## src/logic/fpg_defines.svh

```systemverilog
`ifndef FPG_DEFINES_SVH
`define FPG_DEFINES_SVH
`define FPG_OFS_WDATA   8'h04
`define FPG_OFS_ECTRL   8'h08
`define FPG_OFS_KEY     8'h0C
`define FPG_OFS_SELF    8'h14
`define FPG_OFS_STAT    8'h18
`define FPG_OFS_IST     8'h20
`define FPG_OFS_IEN     8'h24
`define FPG_OFS_ICLR    8'h28
`define FPG_KEY_FIRST   8'hFA
`define FPG_KEY_SECOND  8'hF5
`define FPG_ERS_BLOCK   2'h1
`define FPG_ERS_SECTOR  2'h2
`define FPG_SELF_RST    1'h0
`define FPG_STAT_RST    4'h0
`define FPG_IRQ_RST     3'h0
`define FPG_RESP_OKAY   2'h0
`define FPG_RESP_SLVERR 2'h2
`endif

```

## src/logic/fpg_pkg.sv

```systemverilog
`default_nettype none
package fpg_pkg;
  // One-cycle command to the flash engine
  typedef struct packed {
    logic prog;
    logic blk_erase;
    logic sec_erase;
    logic data_area;
  } fpg_cmd_t;
  // Busy flags in status register order, bit 3 down to bit 0
  typedef struct packed {
    logic code_prog;
    logic code_erase;
    logic data_prog;
    logic data_erase;
  } fpg_busy_t;
  // Interrupt events, bit 2 down to bit 0
  typedef struct packed {
    logic key_error;
    logic refused;
    logic op_done;
  } fpg_evt_t;
  typedef enum logic [1:0] {
    FPG_KEY_IDLE,
    FPG_KEY_FIRST_SEEN,
    FPG_KEY_ARMED
  } fpg_key_state_t;
endpackage
`default_nettype wire

```

## src/logic/fpg_unlock_seq.sv

```systemverilog
`timescale 1ns/1ps
`default_nettype none
`include "fpg_defines.svh"
module fpg_unlock_seq (
  // Clock and reset
  input  wire logic       mclk,
  input  wire logic       arst_n,
  // Key writes and consumption
  input  wire logic       key_wr,
  input  wire logic [7:0] key,
  input  wire logic       consume,
  // State
  output logic            armed_q,
  output logic            first_q,
  output logic            seq_err_q
);
  fpg_pkg::fpg_key_state_t state_q;

  always_ff @(posedge mclk or negedge arst_n)
  begin
    if (!arst_n)
      state_q <= fpg_pkg::FPG_KEY_IDLE;
    else if (consume)
      state_q <= fpg_pkg::FPG_KEY_IDLE;
    else if (key_wr)
    begin
      case (state_q)
        fpg_pkg::FPG_KEY_IDLE:
          if (key == `FPG_KEY_FIRST)
            state_q <= fpg_pkg::FPG_KEY_FIRST_SEEN;
        fpg_pkg::FPG_KEY_FIRST_SEEN:
          // A repeated first byte also spoils the pair
          if (key == `FPG_KEY_SECOND)
            state_q <= fpg_pkg::FPG_KEY_ARMED;
          else
            state_q <= fpg_pkg::FPG_KEY_IDLE;
        fpg_pkg::FPG_KEY_ARMED:
          state_q <= fpg_pkg::FPG_KEY_ARMED;
        default:
          state_q <= fpg_pkg::FPG_KEY_IDLE;
      endcase
    end
  end

  // Bus traffic other than key writes and a consuming start never touches the state, so the pair survives it
  assign armed_q = (state_q == fpg_pkg::FPG_KEY_ARMED);
  assign first_q = (state_q == fpg_pkg::FPG_KEY_FIRST_SEEN);

  always_ff @(posedge mclk or negedge arst_n)
  begin
    if (!arst_n)
      seq_err_q <= 1'b0;
    else
      seq_err_q <= key_wr && first_q && (key != `FPG_KEY_SECOND) && !consume;
  end
endmodule
`default_nettype wire

```

## src/logic/fpg_guard.sv

```systemverilog
// Register access over AXI4-Lite was chosen for this implementation.
`timescale 1ns/1ps
`default_nettype none
`include "fpg_defines.svh"
module fpg_guard #(
  parameter int ADDR_W = 8
) (
  // Clock and reset
  input  wire logic              mclk,
  input  wire logic              arst_n,
  // AXI4-Lite write
  input  wire logic [ADDR_W-1:0] s_awaddr,
  input  wire logic              s_awvalid,
  output logic                   s_awready,
  input  wire logic [31:0]       s_wdata,
  input  wire logic [3:0]        s_wstrb,
  input  wire logic              s_wvalid,
  output logic                   s_wready,
  output logic [1:0]             s_bresp,
  output logic                   s_bvalid,
  input  wire logic              s_bready,
  // AXI4-Lite read
  input  wire logic [ADDR_W-1:0] s_araddr,
  input  wire logic              s_arvalid,
  output logic                   s_arready,
  output logic [31:0]            s_rdata,
  output logic [1:0]             s_rresp,
  output logic                   s_rvalid,
  input  wire logic              s_rready,
  // System state
  input  wire logic              sys_low_speed,
  input  wire logic              target_data_area,
  // Flash engine
  output fpg_pkg::fpg_cmd_t      eng_cmd_q,
  output logic [31:0]            eng_wdata_q,
  input  wire logic              eng_done,
  // Processor and interrupt
  output logic                   cpu_stall_q,
  output logic                   irq_q
);
  logic                aw_full_q;
  logic                w_full_q;
  logic [ADDR_W-1:0]   aw_addr_q;
  logic [31:0]         w_data_q;
  logic [3:0]          w_strb_q;
  logic                wr_fire;
  logic [7:0]          wa;
  logic                wr_hit;
  logic                sel_wdata;
  logic                sel_ectrl;
  logic                sel_key;
  logic                sel_self;
  logic                sel_ien;
  logic                sel_iclr;
  logic [31:0]         rd_data;
  logic                rd_hit;
  logic                self_en_q;
  fpg_pkg::fpg_busy_t  busy_q;
  fpg_pkg::fpg_busy_t  busy_d;
  fpg_pkg::fpg_evt_t   ist_q;
  fpg_pkg::fpg_evt_t   ist_d;
  fpg_pkg::fpg_evt_t   ien_q;
  fpg_pkg::fpg_evt_t   evt;
  fpg_pkg::fpg_cmd_t   cmd_d;
  logic                key_armed;
  logic                key_first;
  logic                key_err;
  logic                prog_req;
  logic                ers_req;
  logic                go;
  logic [1:0]          ers_field;

  ////////////////////////////////////////////////////////////////////////////
  // Bus slave: address and data taken in either order, one write at a time

  assign wr_fire = aw_full_q && w_full_q && !s_bvalid;

  always_ff @(posedge mclk or negedge arst_n)
  begin
    if (!arst_n)
    begin
      aw_full_q <= 1'b0;
      s_awready <= 1'b1;
      aw_addr_q <= '0;
    end
    else if (s_awvalid && s_awready)
    begin
      aw_full_q <= 1'b1;
      s_awready <= 1'b0;
      aw_addr_q <= s_awaddr;
    end
    else if (wr_fire)
    begin
      aw_full_q <= 1'b0;
      s_awready <= 1'b1;
    end
  end

  always_ff @(posedge mclk or negedge arst_n)
  begin
    if (!arst_n)
    begin
      w_full_q <= 1'b0;
      s_wready <= 1'b1;
      w_data_q <= 32'h0000_0000;
      w_strb_q <= 4'h0;
    end
    else if (s_wvalid && s_wready)
    begin
      w_full_q <= 1'b1;
      s_wready <= 1'b0;
      w_data_q <= s_wdata;
      w_strb_q <= s_wstrb;
    end
    else if (wr_fire)
    begin
      w_full_q <= 1'b0;
      s_wready <= 1'b1;
    end
  end

  assign wa        = 8'(aw_addr_q);
  assign wr_hit    = wa == `FPG_OFS_WDATA || wa == `FPG_OFS_ECTRL || wa == `FPG_OFS_KEY
                  || wa == `FPG_OFS_SELF || wa == `FPG_OFS_STAT || wa == `FPG_OFS_IST
                  || wa == `FPG_OFS_IEN || wa == `FPG_OFS_ICLR;
  assign sel_wdata = wr_fire && wa == `FPG_OFS_WDATA && |w_strb_q;
  assign sel_ectrl = wr_fire && wa == `FPG_OFS_ECTRL && w_strb_q[0];
  assign sel_key   = wr_fire && wa == `FPG_OFS_KEY && w_strb_q[0];
  assign sel_self  = wr_fire && wa == `FPG_OFS_SELF && w_strb_q[0];
  assign sel_ien   = wr_fire && wa == `FPG_OFS_IEN && w_strb_q[0];
  assign sel_iclr  = wr_fire && wa == `FPG_OFS_ICLR && w_strb_q[0];

  always_ff @(posedge mclk or negedge arst_n)
  begin
    if (!arst_n)
    begin
      s_bvalid <= 1'b0;
      s_bresp  <= `FPG_RESP_OKAY;
    end
    else if (wr_fire)
    begin
      s_bvalid <= 1'b1;
      s_bresp  <= wr_hit ? `FPG_RESP_OKAY : `FPG_RESP_SLVERR;
    end
    else if (s_bready)
      s_bvalid <= 1'b0;
  end

  always_comb
  begin
    rd_data = 32'h0000_0000;
    rd_hit  = 1'b1;
    case (8'(s_araddr))
      `FPG_OFS_WDATA: rd_data = eng_wdata_q;
      `FPG_OFS_ECTRL: rd_data = 32'h0000_0000;
      `FPG_OFS_KEY:   rd_data = 32'h0000_0000;
      `FPG_OFS_SELF:  rd_data = {31'h0000_0000, self_en_q};
      `FPG_OFS_STAT:  rd_data = {28'h000_0000, busy_q};
      `FPG_OFS_IST:   rd_data = {29'h0000_0000, ist_q};
      `FPG_OFS_IEN:   rd_data = {29'h0000_0000, ien_q};
      `FPG_OFS_ICLR:  rd_data = 32'h0000_0000;
      default:        rd_hit = 1'b0;
    endcase
  end

  always_ff @(posedge mclk or negedge arst_n)
  begin
    if (!arst_n)
    begin
      s_arready <= 1'b1;
      s_rvalid  <= 1'b0;
      s_rdata   <= 32'h0000_0000;
      s_rresp   <= `FPG_RESP_OKAY;
    end
    else if (s_arvalid && s_arready)
    begin
      s_arready <= 1'b0;
      s_rvalid  <= 1'b1;
      s_rdata   <= rd_data;
      s_rresp   <= rd_hit ? `FPG_RESP_OKAY : `FPG_RESP_SLVERR;
    end
    else if (s_rvalid && s_rready)
    begin
      s_arready <= 1'b1;
      s_rvalid  <= 1'b0;
    end
  end

  ////////////////////////////////////////////////////////////////////////////
  // Unlock key sequence

  fpg_unlock_seq u_seq (
    .mclk      (mclk),
    .arst_n    (arst_n),
    .key_wr    (sel_key),
    .key       (w_data_q[7:0]),
    .consume   (go),
    .armed_q   (key_armed),
    .first_q   (key_first),
    .seq_err_q (key_err)
  );

  ////////////////////////////////////////////////////////////////////////////
  // Enable bit and start requests

  // Only software clears the bit; completion leaves it alone
  always_ff @(posedge mclk or negedge arst_n)
  begin
    if (!arst_n)
      self_en_q <= `FPG_SELF_RST;
    else if (sel_self && !sys_low_speed)
      self_en_q <= w_data_q[0];
  end

  assign ers_field = w_data_q[1:0];
  assign prog_req  = sel_wdata;
  assign ers_req   = sel_ectrl && (ers_field == `FPG_ERS_BLOCK
                  || ers_field == `FPG_ERS_SECTOR);
  assign go        = (prog_req || ers_req) && self_en_q && key_armed;

  always_comb
  begin
    cmd_d           = '0;
    cmd_d.prog      = go && prog_req;
    cmd_d.blk_erase = go && ers_req && ers_field == `FPG_ERS_BLOCK;
    cmd_d.sec_erase = go && ers_req && ers_field == `FPG_ERS_SECTOR;
    cmd_d.data_area = go && target_data_area;
  end

  always_ff @(posedge mclk or negedge arst_n)
  begin
    if (!arst_n)
      eng_cmd_q <= '0;
    else
      eng_cmd_q <= cmd_d;
  end

  // Byte lanes honoured so a partial write keeps the other bytes
  always_ff @(posedge mclk or negedge arst_n)
  begin
    if (!arst_n)
      eng_wdata_q <= 32'h0000_0000;
    else if (sel_wdata)
      for (int i = 0; i < 4; i++)
        if (w_strb_q[i])
          eng_wdata_q[8*i +: 8] <= w_data_q[8*i +: 8];
  end

  ////////////////////////////////////////////////////////////////////////////
  // Busy flags and processor stall

  always_comb
  begin
    busy_d            = eng_done ? fpg_pkg::fpg_busy_t'(`FPG_STAT_RST) : busy_q;
    busy_d.code_prog  = busy_d.code_prog || (cmd_d.prog && !target_data_area);
    busy_d.code_erase = busy_d.code_erase || (ers_req && go && !target_data_area);
    busy_d.data_prog  = busy_d.data_prog || (cmd_d.prog && target_data_area);
    busy_d.data_erase = busy_d.data_erase || (ers_req && go && target_data_area);
  end

  always_ff @(posedge mclk or negedge arst_n)
  begin
    if (!arst_n)
      busy_q <= `FPG_STAT_RST;
    else
      busy_q <= busy_d;
  end

  // Data-area work leaves the processor running
  always_ff @(posedge mclk or negedge arst_n)
  begin
    if (!arst_n)
      cpu_stall_q <= 1'b0;
    else
      cpu_stall_q <= busy_d.code_prog || busy_d.code_erase;
  end

  ////////////////////////////////////////////////////////////////////////////
  // Interrupts: set beats a clear in the same cycle

  // Packed order: key error, refused start, operation done
  assign evt           = {key_err, (prog_req || ers_req) && !go, eng_done && (|busy_q)};
  assign ist_d         = (ist_q & ~(sel_iclr ? w_data_q[2:0] : 3'h0)) | evt;

  always_ff @(posedge mclk or negedge arst_n)
  begin
    if (!arst_n)
    begin
      ist_q <= `FPG_IRQ_RST;
      ien_q <= `FPG_IRQ_RST;
      irq_q <= 1'b0;
    end
    else
    begin
      ist_q <= ist_d;
      if (sel_ien)
        ien_q <= w_data_q[2:0];
      irq_q <= |(ist_d & (sel_ien ? w_data_q[2:0] : ien_q));
    end
  end
endmodule
`default_nettype wire

```

## config.mk

```make
export PLATFORM = sky130hd
export DESIGN_NAME = fpg_guard
export DESIGN_NICKNAME = d
export VERILOG_FILES = /design/src/logic/fpg_pkg.sv /design/src/logic/fpg_unlock_seq.sv /design/src/logic/fpg_guard.sv
export VERILOG_INCLUDE_DIRS = /design/src /design/src/logic
export SDC_FILE = /design/constraint.sdc
export NUM_CORES = 1
export LEC_CHECK = 0
export ABC_AREA = 0
export BUFFER_PORTS_ARGS = -buffer_cell sky130_fd_sc_hd__buf_2
export CORE_MARGIN = 1
export CORE_UTILIZATION = 40
export DETAILED_ROUTE_END_ITERATION = 8
export GPL_TIMING_DRIVEN = 0
export PLACE_DENSITY = 0.74
export SLEW_MARGIN = 30
export SYNTH_ARGS = -nofsm -noshare
export SYNTH_HDL_FRONTEND = slang
export SYNTH_SLANG_ARGS = --single-unit
```

## constraint.sdc

```tcl
create_clock -name mclk -period 2.3 [get_ports mclk]
set_input_delay 0 -clock mclk [delete_from_list [all_inputs] [get_ports mclk]]
set_output_delay 0 -clock mclk [all_outputs]
set_load 0.01 [all_outputs]
```

==> impl_metrics.env <==
export IMPL_initial_core_util_pct=40.8
export IMPL_hp_class="input port to flip-flop"
export IMPL_rsz0062_at_grt="no"
export IMPL_syn2layout_area_growth_pct=36.7
export IMPL_row_count=43
export IMPL_finalMaxSlewViolations=0
export IMPL_maxSlewHeadroom_pct=50.4
export IMPL_cts_sinks=137
export IMPL_fin_area_um2=7700
export IMPL_die_h_um=121
export IMPL_ir_worst_vdd_mv=0.560
export IMPL_status="finished, final reports clean"
export IMPL_cts_buffer_depth=2
export IMPL_io_buffer_count=137
export IMPL_synth_edf_count=0
export IMPL_p_per_area_nw_per_um2=955
export IMPL_crit_fanout=8
export IMPL_antenna_found_initial=0
export IMPL_ys_flop_type="dfrtp_1"
export IMPL_core_area_um2=13800
export IMPL_fillers=1165
export IMPL_grt_max_degree=77
export IMPL_ant_nets=0
export IMPL_critPathArrivalTime_ns=2.43
export IMPL_tightest_slew_ns=0.744
export IMPL_placed_area_um2=6590
export IMPL_cts_root_buf="clkbuf_16"
export IMPL_die_x_um=121
export IMPL_internal_power_uw=5300
export IMPL_route_vias_total=4316
export IMPL_period_share_pct=93.1
export IMPL_setup_viol=0
export IMPL_ys_types=55
export IMPL_ys_ff_latch=137
export IMPL_dpl_hpwl_um=9630
export IMPL_pwr_share_clk_pct=34.2
export IMPL_rr_startpoint="w_strb_q[0]$_DFFE_PN0P_"
export IMPL_hold_viol_final=0
export IMPL_p_leak_uw=0.00378
export IMPL_layout_nets=733
export IMPL_crit_path_start="w_strb_q[0]$_DFFE_PN0P_"
export IMPL_avgViaCountPerCell=5.01
export IMPL_drc=0
export IMPL_finClkSkew_ns=0.00862
export IMPL_yosys_warnings=0
export IMPL_setup_tns_final_ns=0
export IMPL_power_frac_comb_pct=19.2
export IMPL_first_global_vias=4330
export IMPL_hold_start="s_awvalid"
export IMPL_synthArstFlopShare_pct=100
export IMPL_dieArea_um2=14600
export IMPL_layout_common_cells="buf_2 (140), dfrtp_1 (134), nand2_1 (82), dlygate4sd3_1 (55)"
export IMPL_cap_violations=0
export IMPL_clock_fmax_ghz=0.467
export IMPL_slowest_delay_ns=0.55
export IMPL_critPathKind="flip-flop to flip-flop"
export IMPL_wl_per_cell_um=15.5
export IMPL_cts_buffers=17
export IMPL_grt_usage_pct=19.8
export IMPL_gp_congestion=0.822
export IMPL_drive_gt1_share_pct=35.2
export IMPL_gr_total_overflow=0
export IMPL_num_antenna_cells=0
export IMPL_drt_total_wl_um=13400
export IMPL_drt_iter0_markers=206
export IMPL_crit_path_frequent_cell="nor2_1"
export IMPL_clkLatencyLatePin_ns=0.42
export IMPL_startpoint_type="flip-flop"
export IMPL_htree_levels=4
export IMPL_holdWs_ns=0.0706
export IMPL_final_common_cell="buf_2"
export IMPL_switching_share_pct=28.0
export IMPL_syn_inst=456
export IMPL_cp_required_ns=2.59
export IMPL_clk_pin_slew_ns=0.05
export IMPL_synth_area_um2=5640
export IMPL_grt_first_pass_wirelength_um=21900
export IMPL_finish_utilization_pct=55.7
export IMPL_yosysSeqAreaShare_pct=60.9
export IMPL_end_kind="flip-flop"
export IMPL_slowest_stage="dlygate4sd3_1"
export IMPL_cts_tree="built"
export IMPL_p_seq_share_pct=46.6
export IMPL_pin_count=141
export IMPL_path_cells="buf_6, or4_4, nand4_2, nor2_1, nor2_1, o22ai_1, dlygate4sd3_1"
export IMPL_synth_avg_cell_area_um2=12.4
export IMPL_post_route_min_period_ns=2.14
export IMPL_switchingPower_uw=2060
export IMPL_dr_pass1_iters=6
[stage by stage]
stage / power [uW] / setup slack, ns / cells
3_3_place_gp: 4670 / -0.465 / 774
6_report: 7360 / 0.160 / 862
2_1_floorplan: 4250 / 0.368 / 457
5_1_grt: 7750 / 0.0261 / 862
3_5_place_dp: 4800 / 0.163 / 775
4_1_cts: 7410 / 0.0772 / 862
[registers in the layout (all words and copies together) (netlist names)]
name / flops
u_seq.seq_err_q: 1
s_wready: 1
s_rresp: 1
eng_wdata_q: 32
s_bresp: 1
ien_q: 3
u_seq.state_q: 2
aw_addr_q: 8
w_data_q: 32
cpu_stall_q: 1
s_bvalid: 1
aw_full_q: 1
s_arready: 1
s_rvalid: 1
w_full_q: 1
self_en_q: 1
irq_q: 1
s_awready: 1
s_rdata: 32
eng_cmd_q: 4
ist_q: 3
w_strb_q: 4
busy_q: 4
[synth_stat cells (all sizes together) (2+ instances only)]
cell / instances / area, um^2
dfrtp: 134 / 3350
nand4: 5 / 37.5
nor2: 7 / 26.3
a21oi: 3 / 15.0
buf: 8 / 53.8
nand3: 5 / 25.0
a22o: 2 / 17.5
mux2i: 5 / 50.1
dfstp: 3 / 78.8
nor4: 6 / 50.0
clkbuf: 11 / 41.3
nor3: 2 / 10.0
nand4b: 2 / 17.5
o21ai: 46 / 230
mux2: 75 / 845
ha: 2 / 25.0
and2: 3 / 18.8
and4: 2 / 17.5
nor4b: 4 / 68.8
a22oi: 2 / 15.0
and3: 2 / 12.5
inv: 11 / 41.3
o21a: 2 / 15.0
nor2b: 2 / 12.5
or4: 2 / 18.8
nand2: 87 / 359
a221oi: 2 / 17.5
o32ai: 3 / 26.3
nand2b: 2 / 12.5
[power by group through the flow]
stage | Sequential (uW) | Clock (uW) | Combinational [uW]
final | 3430 | 2510 | 1410
after global routing | 3510 | 2670 | 1570
after CTS | 3420 | 2570 | 1420
after detailed placement | 3460 | 0 | 1340
after global placement | 3400 | 0 | 1270
after floorplan | 3370 | 0 | 877
[path summary, 6_finish.rpt]
check / end / slack [ns] / cells after the start
setup reg to reg: cpu_stall_q$_DFF_PN0_ / 0.16 / 7
hold / removal: aw_full_q$_DFFE_PN0P_ / 0.07 / 3
setup / recovery: cpu_stall_q$_DFF_PN0_ / 0.16 / 7
max in group asynchronous: s_wready$_DFFE_PN1P_ / 1.44 / 3
min in group asynchronous: s_rvalid$_DFFE_PN0P_ / 0.10 / 2
hold reg to reg: ist_q[2]$_DFF_PN0_ / 0.45 / 2
[timing repair]
action	in CTS	in global routing
gates resized for setup	0	2
setup endpoints to repair	0	1
hold buffers	55	0
buffers inserted	0	0
endpoints found under the hold margin	191	0
[area by class of cell]
type	instances	area [um^2]	area share, %
multi-input cells	290	2080	27.0
clock inverters	10	77.6	1.01
well taps	180	225	2.92
plain buffers	19	95.1	1.23
clock buffers	22	474	6.16
repair buffers	193	1270	16.5
inverters	11	41.3	0.536
flip-flops and latches	137	3430	44.6
[routing by layer]
| metal | share of wire (%) | track usage [%] | vias up |
|---|---|---|---|
| li1 | - | - | 2023 |
| met1 | 44 | 25.4 | 2134 |
| met2 | 49 | 32.5 | 142 |
| met3 | 5.4 | 5.14 | 17 |
| met4 | 1.5 | 7.18 | 0 |
| met5 | 0 | 0 | - |
[cells by family after synthesis]
kind of cell	share of synthesized area [%]
fa+ha+maj	0.444
mux	15.9
compound gates	7.46
flops	60.9
buf+inv	2.42
other cells	0.0665
simple gates	12.8
[worst max-delay path, delay by kind of cell (launching register included)]
kind | cells | cell delay, ns
simple gates | 4 | 0.87
compound gates | 1 | 0.08
buf+inv | 2 | 0.69
flops | 1 | 0.37
Note: power is estimated with default switching activity, not from simulation.
